===== src/tpir_defines.svh =====
`ifndef TPIR_DEFINES_SVH
`define TPIR_DEFINES_SVH

// Register byte offsets (word aligned)
`define TPIR_ADDR_W           8
`define TPIR_OFF_MODE_CTRL    8'h00
`define TPIR_OFF_OUT_CTRL     8'h04
`define TPIR_OFF_ID_SAMPLE    8'h08
`define TPIR_OFF_IN_SAMPLE    8'h0C
`define TPIR_OFF_ACK_CTRL     8'h10
`define TPIR_OFF_REQ_SAMPLE   8'h14

// Field positions
`define TPIR_MODE_ON_BIT      0
`define TPIR_OUT_ATREADY_BIT  0
`define TPIR_OUT_AFVALID_BIT  1
`define TPIR_IN_ATVALID_BIT   0
`define TPIR_IN_AFREADY_BIT   1
`define TPIR_IN_ATBYTES_LSB   8
`define TPIR_IN_ATBYTES_MSB   9
`define TPIR_ID_MSB           6
`define TPIR_ACK_TRIG_BIT     0
`define TPIR_ACK_FLUSH_BIT    1
`define TPIR_REQ_TRIG_BIT     0
`define TPIR_REQ_FLUSH_BIT    1

// Widths and reset values
`define TPIR_ATID_W           7
`define TPIR_ATBYTES_W        2
`define TPIR_CTRL_W           2
`define TPIR_MODE_W           1
`define TPIR_CTRL_RST         2'h0
`define TPIR_MODE_RST         1'h0
`define TPIR_WAIT_RST         1'h1
`define TPIR_OUT_RST          1'h0
`define TPIR_DATA_ZERO        32'h0000_0000

`endif


===== src/tpir_pkg.sv =====
package tpir_pkg;

  `include "tpir_defines.svh"

  // ATB slave-side inputs from the upstream trace source
  typedef struct packed {
    logic [`TPIR_ATBYTES_W-1:0] atbytes;
    logic [`TPIR_ATID_W-1:0]    atid;
    logic                       afready;
    logic                       atvalid;
  } tpir_atb_in_s;

  // Handshake outputs as produced by the functional logic
  typedef struct packed {
    logic triginack;
    logic flushinack;
    logic afvalid;
    logic atready;
  } tpir_func_out_s;

  // Trigger and flush request inputs
  typedef struct packed {
    logic flushin;
    logic trigin;
  } tpir_req_in_s;

endpackage : tpir_pkg


===== src/tpir_ctrl_reg.sv =====
`timescale 1ns/1ps
`include "tpir_defines.svh"

// Software-written control field with synchronous reset
module tpir_ctrl_reg #(
  parameter int          W   = 1,
  parameter logic [W-1:0] RST = '0
) (
  input  wire logic         i_clock,
  input  wire logic         i_srst,
  input  wire logic         i_we,
  input  wire logic [W-1:0] i_d,
  output logic      [W-1:0] o_q
);

  always_ff @(posedge i_clock) begin
    if (i_srst) begin
      o_q <= RST;
    end else if (i_we) begin
      o_q <= i_d;
    end
  end

endmodule : tpir_ctrl_reg


===== src/tpir_in_sample.sv =====
`timescale 1ns/1ps

// Captures an input group every cycle so reads see a settled value
module tpir_in_sample #(
  parameter int W = 1
) (
  input  wire logic         i_clock,
  input  wire logic         i_srst,
  input  wire logic [W-1:0] i_d,
  output logic      [W-1:0] o_q
);

  always_ff @(posedge i_clock) begin
    if (i_srst) begin
      o_q <= '0;
    end else begin
      o_q <= i_d;
    end
  end

endmodule : tpir_in_sample


===== src/tpir_top.sv =====
// What this block does
// - In integration mode AFVALID follows out-control bit 1, ATREADY bit 0.
// - Identifier sample returns ATID in bits 6:0, upper bits zero.
// - Input sample register returns ATVALID, AFREADY and ATBYTES fields.
// - AFREADY field reads 1 when AFREADY is high, else 0.
// - ATVALID field reads 1 when ATVALID is high, else 0.
// - Starts in functional mode; integration mode exposes pins to registers.
// - Normal trace behaviour may be unavailable during integration mode.
// - Software sets flush/trigger acks and reads flush/trigger requests.
// - Other test registers exercise only the ATB slave interface.
// - Mode-control bit 0 enables integration mode; bits 31:1 reserved.
//
// The register offsets and the Avalon-MM interface to the registers are this design's own decisions.
`timescale 1ns/1ps
`include "tpir_defines.svh"

module tpir_top
  import tpir_pkg::*;
(
  input  wire logic                     i_clock,
  input  wire logic                     i_srst,
  input  wire logic [`TPIR_ADDR_W-1:0]  i_address,
  input  wire logic                     i_read,
  input  wire logic                     i_write,
  input  wire logic [31:0]              i_writedata,
  input  wire logic [3:0]               i_byteenable,
  output logic      [31:0]              o_readdata,
  output logic                          o_waitrequest,
  input  wire tpir_atb_in_s             i_atb_in,
  input  wire tpir_req_in_s             i_req_in,
  input  wire tpir_func_out_s           i_func_out,
  output logic                          o_atready,
  output logic                          o_afvalid,
  output logic                          o_flushinack,
  output logic                          o_triginack,
  output logic                          o_integration_mode_on
);

  // Bus slave: one wait cycle, then a single-cycle answer
  logic        wait_r;
  logic        wait_nxt;
  logic [31:0] rdata_r;
  logic [31:0] rdata_nxt;

  wire req_w      = i_read | i_write;
  wire answer_w   = req_w & wait_r;
  wire accept_w   = req_w & ~wait_r;
  wire wr_acc_w   = accept_w & i_write & i_byteenable[0];

  wire sel_mode_w = (i_address == `TPIR_OFF_MODE_CTRL);
  wire sel_out_w  = (i_address == `TPIR_OFF_OUT_CTRL);
  wire sel_id_w   = (i_address == `TPIR_OFF_ID_SAMPLE);
  wire sel_in_w   = (i_address == `TPIR_OFF_IN_SAMPLE);
  wire sel_ack_w  = (i_address == `TPIR_OFF_ACK_CTRL);
  wire sel_req_w  = (i_address == `TPIR_OFF_REQ_SAMPLE);

  // Control registers
  logic [`TPIR_MODE_W-1:0] mode_q;
  logic [`TPIR_CTRL_W-1:0] out_ctrl_q;
  logic [`TPIR_CTRL_W-1:0] ack_ctrl_q;

  tpir_ctrl_reg #(
    .W   (`TPIR_MODE_W),
    .RST (`TPIR_MODE_RST)
  ) u_mode_reg (
    .i_clock (i_clock),
    .i_srst  (i_srst),
    .i_we    (wr_acc_w & sel_mode_w),
    .i_d     (i_writedata[`TPIR_MODE_ON_BIT]),
    .o_q     (mode_q)
  );

  tpir_ctrl_reg #(
    .W   (`TPIR_CTRL_W),
    .RST (`TPIR_CTRL_RST)
  ) u_out_ctrl_reg (
    .i_clock (i_clock),
    .i_srst  (i_srst),
    .i_we    (wr_acc_w & sel_out_w),
    .i_d     (i_writedata[`TPIR_CTRL_W-1:0]),
    .o_q     (out_ctrl_q)
  );

  tpir_ctrl_reg #(
    .W   (`TPIR_CTRL_W),
    .RST (`TPIR_CTRL_RST)
  ) u_ack_ctrl_reg (
    .i_clock (i_clock),
    .i_srst  (i_srst),
    .i_we    (wr_acc_w & sel_ack_w),
    .i_d     (i_writedata[`TPIR_CTRL_W-1:0]),
    .o_q     (ack_ctrl_q)
  );

  // Input capture; inputs are synchronous so one stage is enough
  tpir_atb_in_s atb_samp_q;
  tpir_req_in_s req_samp_q;

  tpir_in_sample #(
    .W ($bits(tpir_atb_in_s))
  ) u_atb_sample (
    .i_clock (i_clock),
    .i_srst  (i_srst),
    .i_d     (i_atb_in),
    .o_q     (atb_samp_q)
  );

  tpir_in_sample #(
    .W ($bits(tpir_req_in_s))
  ) u_req_sample (
    .i_clock (i_clock),
    .i_srst  (i_srst),
    .i_d     (i_req_in),
    .o_q     (req_samp_q)
  );

  // Read values; unmapped and write-only offsets read as zero
  wire integ_on_w = mode_q[`TPIR_MODE_ON_BIT];
  logic [31:0] rd_mode_w;
  logic [31:0] rd_id_w;
  logic [31:0] rd_in_w;
  logic [31:0] rd_req_w;
  logic [31:0] rd_mux_w;

  always_comb begin
    rd_mode_w = `TPIR_DATA_ZERO;
    rd_mode_w[`TPIR_MODE_ON_BIT] = integ_on_w;
    rd_id_w = `TPIR_DATA_ZERO;
    rd_id_w[`TPIR_ID_MSB:0] = atb_samp_q.atid;
    rd_in_w = `TPIR_DATA_ZERO;
    rd_in_w[`TPIR_IN_ATVALID_BIT] = atb_samp_q.atvalid;
    rd_in_w[`TPIR_IN_AFREADY_BIT] = atb_samp_q.afready;
    rd_in_w[`TPIR_IN_ATBYTES_MSB:`TPIR_IN_ATBYTES_LSB] =
      atb_samp_q.atbytes;
    rd_req_w = `TPIR_DATA_ZERO;
    rd_req_w[`TPIR_REQ_TRIG_BIT]  = req_samp_q.trigin;
    rd_req_w[`TPIR_REQ_FLUSH_BIT] = req_samp_q.flushin;
  end

  assign rd_mux_w = sel_mode_w ? rd_mode_w :
                    sel_id_w   ? rd_id_w   :
                    sel_in_w   ? rd_in_w   :
                    sel_req_w  ? rd_req_w  : `TPIR_DATA_ZERO;

  // Waitrequest idles high; it drops for exactly one cycle per request
  assign wait_nxt  = ~answer_w;
  assign rdata_nxt = (answer_w & i_read) ? rd_mux_w : `TPIR_DATA_ZERO;

  always_ff @(posedge i_clock) begin
    if (i_srst) begin
      wait_r  <= `TPIR_WAIT_RST;
      rdata_r <= `TPIR_DATA_ZERO;
    end else begin
      wait_r  <= wait_nxt;
      rdata_r <= rdata_nxt;
    end
  end

  assign o_waitrequest = wait_r;
  assign o_readdata    = rdata_r;

  // Output selection. Registered so every output is a flop, at the
  // cost of one cycle of latency on the functional path.
  logic atready_nxt;
  logic afvalid_nxt;
  logic flushack_nxt;
  logic trigack_nxt;
  logic atready_r;
  logic afvalid_r;
  logic flushack_r;
  logic trigack_r;

  // Functional path is simply overridden, not kept coherent
  assign atready_nxt  = integ_on_w ? out_ctrl_q[`TPIR_OUT_ATREADY_BIT]
                                   : i_func_out.atready;
  assign afvalid_nxt  = integ_on_w ? out_ctrl_q[`TPIR_OUT_AFVALID_BIT]
                                   : i_func_out.afvalid;
  assign flushack_nxt = integ_on_w ? ack_ctrl_q[`TPIR_ACK_FLUSH_BIT]
                                   : i_func_out.flushinack;
  assign trigack_nxt  = integ_on_w ? ack_ctrl_q[`TPIR_ACK_TRIG_BIT]
                                   : i_func_out.triginack;

  always_ff @(posedge i_clock) begin
    if (i_srst) begin
      atready_r  <= `TPIR_OUT_RST;
      afvalid_r  <= `TPIR_OUT_RST;
      flushack_r <= `TPIR_OUT_RST;
      trigack_r  <= `TPIR_OUT_RST;
    end else begin
      atready_r  <= atready_nxt;
      afvalid_r  <= afvalid_nxt;
      flushack_r <= flushack_nxt;
      trigack_r  <= trigack_nxt;
    end
  end

  assign o_atready             = atready_r;
  assign o_afvalid             = afvalid_r;
  assign o_flushinack          = flushack_r;
  assign o_triginack           = trigack_r;
  assign o_integration_mode_on = integ_on_w;

  // Checks
  property p_atready_integ;
    @(posedge i_clock) disable iff (i_srst)
    integ_on_w |=> o_atready == $past(out_ctrl_q[`TPIR_OUT_ATREADY_BIT]);
  endproperty
  a_atready_integ: assert property (p_atready_integ)
    else $error("atready does not follow out-control bit 0");

  property p_afvalid_integ;
    @(posedge i_clock) disable iff (i_srst)
    integ_on_w |=> o_afvalid == $past(out_ctrl_q[`TPIR_OUT_AFVALID_BIT]);
  endproperty
  a_afvalid_integ: assert property (p_afvalid_integ)
    else $error("afvalid does not follow out-control bit 1");

  property p_id_read;
    @(posedge i_clock) disable iff (i_srst)
    (!o_waitrequest && $past(i_read) && $past(sel_id_w))
      |-> (o_readdata[`TPIR_ID_MSB:0] == $past(atb_samp_q.atid)) &&
          (o_readdata[31:`TPIR_ID_MSB+1] == '0);
  endproperty
  a_id_read: assert property (p_id_read)
    else $error("identifier sample read is wrong");

  property p_in_read;
    @(posedge i_clock) disable iff (i_srst)
    (!o_waitrequest && $past(i_read) && $past(sel_in_w))
      |-> o_readdata[`TPIR_IN_ATBYTES_MSB:`TPIR_IN_ATBYTES_LSB]
          == $past(atb_samp_q.atbytes);
  endproperty
  a_in_read: assert property (p_in_read)
    else $error("atbytes field read is wrong");

  property p_afready_read;
    @(posedge i_clock) disable iff (i_srst)
    (!o_waitrequest && $past(i_read) && $past(sel_in_w))
      |-> o_readdata[`TPIR_IN_AFREADY_BIT] == $past(atb_samp_q.afready);
  endproperty
  a_afready_read: assert property (p_afready_read)
    else $error("afready field read is wrong");

  property p_atvalid_read;
    @(posedge i_clock) disable iff (i_srst)
    (!o_waitrequest && $past(i_read) && $past(sel_in_w))
      |-> o_readdata[`TPIR_IN_ATVALID_BIT] == $past(atb_samp_q.atvalid);
  endproperty
  a_atvalid_read: assert property (p_atvalid_read)
    else $error("atvalid field read is wrong");

  property p_reset_functional;
    @(posedge i_clock)
    $fell(i_srst) |-> !o_integration_mode_on;
  endproperty
  a_reset_functional: assert property (p_reset_functional)
    else $error("block did not leave reset in functional mode");

  property p_mode_write;
    @(posedge i_clock) disable iff (i_srst)
    (i_write && !o_waitrequest && i_byteenable[0] && sel_mode_w)
      |=> o_integration_mode_on == $past(i_writedata[`TPIR_MODE_ON_BIT]);
  endproperty
  a_mode_write: assert property (p_mode_write)
    else $error("mode write did not take effect");

  property p_func_path;
    @(posedge i_clock) disable iff (i_srst)
    !integ_on_w |=> (o_atready == $past(i_func_out.atready)) &&
                    (o_afvalid == $past(i_func_out.afvalid));
  endproperty
  a_func_path: assert property (p_func_path)
    else $error("functional handshake not passed through");

  property p_ack_integ;
    @(posedge i_clock) disable iff (i_srst)
    integ_on_w |=>
      (o_flushinack == $past(ack_ctrl_q[`TPIR_ACK_FLUSH_BIT])) &&
      (o_triginack == $past(ack_ctrl_q[`TPIR_ACK_TRIG_BIT]));
  endproperty
  a_ack_integ: assert property (p_ack_integ)
    else $error("ack outputs do not follow ack control");

  property p_one_wait_answer;
    @(posedge i_clock) disable iff (i_srst)
    (req_w && o_waitrequest) |=> !o_waitrequest ##1 o_waitrequest;
  endproperty
  a_one_wait_answer: assert property (p_one_wait_answer)
    else $error("bus answer not a single cycle after one wait");

  property p_req_read;
    @(posedge i_clock) disable iff (i_srst)
    (!o_waitrequest && $past(i_read) && $past(sel_req_w))
      |-> (o_readdata[`TPIR_REQ_TRIG_BIT] == $past(req_samp_q.trigin)) &&
          (o_readdata[`TPIR_REQ_FLUSH_BIT] == $past(req_samp_q.flushin));
  endproperty
  a_req_read: assert property (p_req_read)
    else $error("request sample read is wrong");

  // Reserved bits must read zero so software can probe safely
  property p_mode_read;
    @(posedge i_clock) disable iff (i_srst)
    (!o_waitrequest && $past(i_read) && $past(sel_mode_w))
      |-> (o_readdata[`TPIR_MODE_ON_BIT] == $past(integ_on_w)) &&
          (o_readdata[31:`TPIR_MODE_ON_BIT+1] == '0);
  endproperty
  a_mode_read: assert property (p_mode_read)
    else $error("mode-control read is wrong");

  property p_in_reserved;
    @(posedge i_clock) disable iff (i_srst)
    (!o_waitrequest && $past(i_read) && $past(sel_in_w))
      |-> (o_readdata[31:`TPIR_IN_ATBYTES_MSB+1] == '0) &&
          (o_readdata[`TPIR_IN_ATBYTES_LSB-1:`TPIR_IN_AFREADY_BIT+1] == '0);
  endproperty
  a_in_reserved: assert property (p_in_reserved)
    else $error("input sample reserved bits not zero");

  // Out and ack control registers are write-only: reading them must not leak state
  property p_wo_read;
    @(posedge i_clock) disable iff (i_srst)
    (!o_waitrequest && $past(i_read) &&
     ($past(sel_out_w) || $past(sel_ack_w)))
      |-> o_readdata == `TPIR_DATA_ZERO;
  endproperty
  a_wo_read: assert property (p_wo_read)
    else $error("write-only register did not read zero");

  property p_out_reset;
    @(posedge i_clock)
    $fell(i_srst) |-> !o_atready && !o_afvalid && !o_flushinack &&
                      !o_triginack;
  endproperty
  a_out_reset: assert property (p_out_reset)
    else $error("handshake outputs not low after reset");

  c_enter_integ: cover property (@(posedge i_clock) disable iff (i_srst)
    $rose(o_integration_mode_on));
  c_drive_both: cover property (@(posedge i_clock) disable iff (i_srst)
    integ_on_w && o_atready && o_afvalid);
  c_read_valid: cover property (@(posedge i_clock) disable iff (i_srst)
    !o_waitrequest && i_read && sel_in_w &&
    o_readdata[`TPIR_IN_ATVALID_BIT]);
  c_leave_integ: cover property (@(posedge i_clock) disable iff (i_srst)
    $fell(o_integration_mode_on));
  c_read_req: cover property (@(posedge i_clock) disable iff (i_srst)
    !o_waitrequest && i_read && sel_req_w && o_readdata[`TPIR_REQ_FLUSH_BIT]);

endmodule : tpir_top


===== config.mk =====
export PLATFORM = sky130hd
export DESIGN_NAME = tpir_top
export DESIGN_NICKNAME = d
export VERILOG_FILES = /design/src/tpir_pkg.sv /design/src/tpir_ctrl_reg.sv /design/src/tpir_in_sample.sv /design/src/tpir_top.sv
export VERILOG_INCLUDE_DIRS = /design/src
export SDC_FILE = /design/constraint.sdc
export NUM_CORES = 1
export LEC_CHECK = 0
export BUFFER_PORTS_ARGS = -buffer_cell sky130_fd_sc_hd__buf_2
export CAP_MARGIN = 20
export CORE_ASPECT_RATIO = 2
export CORE_MARGIN = 2
export CORE_UTILIZATION = 38
export DETAILED_ROUTE_END_ITERATION = 6
export PLACE_DENSITY = 0.79
export SLEW_MARGIN = 20
export SYNTH_ARGS = -nofsm -noshare
export SYNTH_HDL_FRONTEND = slang
export SYNTH_SLANG_ARGS = --single-unit

===== constraint.sdc =====
create_clock -name i_clock -period 1.2 [get_ports i_clock]
set_input_delay 0 -clock i_clock [delete_from_list [all_inputs] [get_ports i_clock]]
set_output_delay 0 -clock i_clock [all_outputs]
set_load 0.005 [all_outputs]

== Word level (Yosys, flattened, before mapping) ==
Index checks and enable logic that the tools add are counted.

* Register bits after elaboration: 55
* Bits in latches: 0
* Bits in writable memories: 0
* Bits in read-only memories: 0
* Output and inout bits: 38
* Memories kept: 0

* Add/subtract/negate cells: 0
* Multiply operators: 0
* Div/mod/pow operators: 0
* $lt $le $gt $ge: 0
* Equality and inequality tests: 5
* Shift operators: 0
* Multiplexer cells: 8
* Bitwise gates (word level): 12
* Reduce and logical (&&, ||, !) cells: 5

{| class="wikitable"
|+ Operator list
! kind !! number
|-
| 8-bit by 4-bit == test with 1-bit output (second input constant) || 2
|-
| 8-bit by 5-bit == test with 1-bit output (second input constant) || 2
|-
| 10-bit two-way mux || 1
|-
| 1-bit bitwise AND || 8
|-
| 8-bit by 3-bit == test with 1-bit output (second input constant) || 1
|-
| 8-bit zero test || 1
|-
| 7-bit two-way mux || 1
|-
| 1-bit two-way mux || 5
|-
| 5-bit OR reduction || 1
|-
| 4-bit OR reduction || 1
|-
| 1-bit NOT || 3
|-
| 3-bit OR reduction || 1
|-
| 2-bit two-way mux || 1
|-
| 2-bit OR reduction || 1
|-
| 1-bit OR || 1
|}

== Logic depth before layout (Yosys ltp) ==
* Depth after elaboration: 5
* Depth in mapped cells: 5

== Cells and area by module ==
From an unflattened synthesis, not the netlist that was laid out.

* Cell total of the unflattened synthesis: 127
* Area, all modules: 1336.3 um^2

{| class="wikitable"
|+ Modules (own cells, without submodules)
! module !! instances !! cells an instance !! area an instance (um^2) !! seq. area each (um^2)
|-
| tpir_top || 1 || 85 || 777.0 || 280.3
|-
| tpir_in_sample at u_atb_sample || 1 || 23 || 337.8 || 220.2
|-
| tpir_ctrl_reg at u_ack_ctrl_reg ... || 2 || 6 || 67.6 || 40.0
|-
| tpir_in_sample at u_req_sample || 1 || 4 || 52.6 || 40.0
|-
| tpir_ctrl_reg at u_mode_reg || 1 || 3 || 33.8 || 20.0
|}

== Least setup slack after synthesis ==
No wires, ideal clock.

* Path kind: flip-flop to flip-flop
* Start: reg wait_r, in the netlist o_waitrequest
* End: reg rdata_r[2], in the netlist o_readdata[2]
* Arrival time: 958 ps
* Required time: 1141 ps
* Setup slack: 183 ps
* Stages on the path, launching flop included: 5
* Clock period less this slack: 1017 ps
* Cell sequence: dfxtp_1 -> nor2b_1 -> nand2_1 -> nor3_2 -> and2_1

* Cells in the longest elaborated chain, start to end: 4

{| class="wikitable"
|+ Ends and longest elaborated chain
! element !! line !! RTL
|-
| from (decl) || tpir_top.sv:40 || <nowiki>logic wait_r;</nowiki>
|-
| from (signal assigned) || tpir_top.sv:151 || <nowiki>wait_r <= `TPIR_WAIT_RST;</nowiki>
|-
| from (signal assigned) || tpir_top.sv:154 || <nowiki>wait_r <= wait_nxt;</nowiki>
|-
| 1-bit bitwise AND || tpir_top.sv:46 || <nowiki>wire answer_w = req_w & wait_r;</nowiki>
|-
| 1-bit bitwise AND || tpir_top.sv:147 || <nowiki>assign rdata_nxt = (answer_w & i_read) ? rd_mux_w : `TPIR_DATA_ZERO;</nowiki>
|-
| 1-bit NOT (no line) || n/a ||
|-
| 3-bit OR reduction (no line) || n/a ||
|-
| to (signal assigned) || tpir_top.sv:152 || <nowiki>rdata_r <= `TPIR_DATA_ZERO;</nowiki>
|-
| to (signal assigned) || tpir_top.sv:155 || <nowiki>rdata_r <= rdata_nxt;</nowiki>
|-
| to (decl) || tpir_top.sv:42 || <nowiki>logic [31:0] rdata_r;</nowiki>
|}

No other way between the ends.
A chain may end at the register's enable or synchronous reset.

== Worst setup path after layout ==
* Start: reg wait_r, in the netlist o_waitrequest
* End: reg u_ack_ctrl_reg.o_q[1]

* Cells in the longest elaborated chain, start to end: 5

{| class="wikitable"
|+ Ends and longest elaborated chain
! element !! line !! RTL
|-
| 1-bit NOT || tpir_top.sv:47 || <nowiki>wire accept_w = req_w & ~wait_r;</nowiki>
|-
| 1-bit bitwise AND || tpir_top.sv:47 ||
|-
| 1-bit bitwise AND (2 in a row) || tpir_top.sv:48 || <nowiki>wire wr_acc_w = accept_w & i_write & i_byteenable[0];</nowiki>
|-
| 1-bit bitwise AND || tpir_top.sv:90 || <nowiki>.i_we (wr_acc_w & sel_ack_w),</nowiki>
|-
| to (signal assigned) || tpir_ctrl_reg.sv:20 || <nowiki>o_q <= i_d;</nowiki>
|-
| to (decl) || tpir_ctrl_reg.sv:13 || <nowiki>output logic [W-1:0] o_q</nowiki>
|}

No other way between the ends.

==> metrics.cfg <==
[run_status]
status = finished, final reports clean

[finish]
drive_above_1_share = 0.330
area_growth_pct = 40.2
diodes = 0
nets = 264

[synthesis]
synth_area_leaders = dfxtp_1, buf_4, mux2i_1
yosys.area.top_type = dfxtp_1
synth.yosys.seq_area_share = 0.496
synth_cells = 125
ys_warn_count = 0
syn_area_um2 = 1290
synth_top_area_frac = 0.496
synthFlopType = dfxtp_1
ys_async_sr_fraction = 0
syn_area_per_cell_um2 = 10.3
synth-edff-count = 0
synth-seq-cells = 32
ys_types = 26

[sta]
drv_slew = 0
fmax_mhz = 906
skew_ps = 3.87
finalWorstSetupSlack_ps = 96.0
hold_viol_final = 0
setup_violations = 0
fin_crit_sh = 0.920
rsz0062_at_grt = no
finalCriticalPeriod_ps = 1100

[power]
p_switching_w = 0.000477
swShare = 0.222
power.leakage_nw = 0.879
power.total_w = 0.00215
internal-power_w = 0.00167
pwr-share-clk = 0.385
p_seq_frac = 0.513
power.density_nw_per_um2 = 1190
power_frac_comb = 0.102
peakVddDrop_v = 0.000646

[job]
drv_cap = 0

[clock_network]
h-tree-depth = 2
clockBufferDepth = 2
cts_buffers = 5
cts-root-buf = clkbuf_8
insertion_delay_ps = 280
cts_tree = done
clk_pin_slew_ps = 60
cts_setup_buffers = 0
clock_sinks = 32

[global_route]
grt-ovfl-total = 0
antenna_found_initial = 0
first_global_vias = 930
track_usage = 0.137
grt_pass1_wl_um = 3810
grt_start_max_net_pins = 23

[die]
fp.dieH_um = 86.5
rows = 30
design.die.area_um2 = 3910
core_area_um2 = 3340
fp.dieW_um = 45.2
start_util = 0.387
ios = 103

[critical_path]
cp.arrival_ps = 1270
cp_data_required_time_ps = 1370
path_class = flip-flop to flip-flop
crit_path_end_kind = flip-flop
cp-start-kind = flip-flop
crit_fanout = 3

[placed_design]
gp_congestion = 0.750
numPortBuffers = 46
pre_cts_slack_ps = -5.18
hpwl_um = 1840

[drt]
wire_per_inst_um = 10.6
vias = 1028
drt_iter0_markers = 12
wl_um = 2470
drc = 0
via_per_inst = 4.43
first_pass_iters = 3
ant_nets = 0

[min_path]
worstHoldPathType = input pin to flip-flop

cells in the final DEF, fill, tap and decap left out, drive strengths merged, types with 6 or more instances in the layout:
| master | instances |
|---|---|
| and2 | 6 |
| buf | 50 |
| clkbuf | 6 |
| conb | 23 |
| dfxtp | 32 |
| dlygate4sd3 | 22 |
| mux2i | 10 |
| nand3 | 6 |
| nor2 | 11 |
| nor2b | 14 |
registers in the layout, summed over array words and instances (netlist names):
register	count
o_afvalid	1
o_atready	1
o_flushinack	1
o_readdata	9
o_triginack	1
o_waitrequest	1
u_ack_ctrl_reg.o_q	2
u_atb_sample.o_q	11
u_mode_reg.o_q	1
u_out_ctrl_reg.o_q	2
u_req_sample.o_q	2
power groups by stage:
stage	logic (W)	clock network [W]	registers (W)
detailed placement	0.000161	0	0.00113
CTS	0.000216	0.000845	0.00110
global route	0.000242	0.000893	0.00111
floorplan	0.000124	0	0.00113
global placement	0.000156	0	0.00113
finish	0.000219	0.000828	0.00110
metrics by stage:
step | hold WS [ps] | cell area, um^2 | TNS, ps | util | instances
global placement | 202 | 1490 | 0 | 0.445 | 202
floorplan | 71.6 | 1380 | 0 | - | 147
finish | 87.7 | 1810 | 0 | 0.542 | 232
global route | 88.0 | 1810 | 0 | 0.542 | 232
detailed placement | 215 | 1490 | -5.18 | 0.445 | 202
CTS | 75.9 | 1800 | 0 | 0.539 | 232
synth_stat cells (2+ instances only):
library cell and instances:
and2_1 6, and3_1 2, buf_4 23, clkbuf_1 3, dfxtp_1 32, mux2i_1 10, nand2_1 2, nand3_1 5
nor2_1 11, nor2b_1 14, nor3_2 2
worst paths after layout:
path,from,to,slack [ps],cells past startpoint
worst max-delay path,o_waitrequest,u_ack_ctrl_reg.o_q[1],100,4
worst min-delay path,i_address[2],o_readdata[9],90,2
worst max register to register,o_waitrequest,u_ack_ctrl_reg.o_q[1],100,4
worst min register to register,u_atb_sample.o_q[8],o_readdata[6],420,1
layer usage:
layer / wire (um) / GRT usage
met5: 0 / 0
met2: 1440 / 0.249
met4: 82 / 0.0882
met3: 159 / 0.0396
met1: 784 / 0.122
layout make-up:
class                   count  area [um^2]
clock buffers               6         82.6
clock inverters             2         10.0
fillers                   302         1530
inverters                   1         3.75
multi-input cells          87          554
flip-flops and latches     32          641
well taps                  32         40.0
repair buffers             72          480
critical path, cell delays in order, from the launching register on:
cell,delay [ps]
dfxtp_1,320
and3b_1,280
nand3_1,160
mux2i_1,180
nor2_1,50
kinds of logic after synthesis:
group / count (synthesis) / synth area share
and+or+nand+nor: 48 / 0.238
buffers and inverters: 28 / 0.149
AOI/OAI and AO/OA: 6 / 0.0368
DFF: 32 / 0.496
other: 1 / 0.00290
muxes: 10 / 0.0774
repair_timing:
item / in CTS / in global routing
hold buffers: 22 / 0
gates resized for setup: 0 / 3
endpoints found under the setup margin: 0 / 7
hold endpoints to repair: 23 / 0
Power figures use the tool's default switching activity.
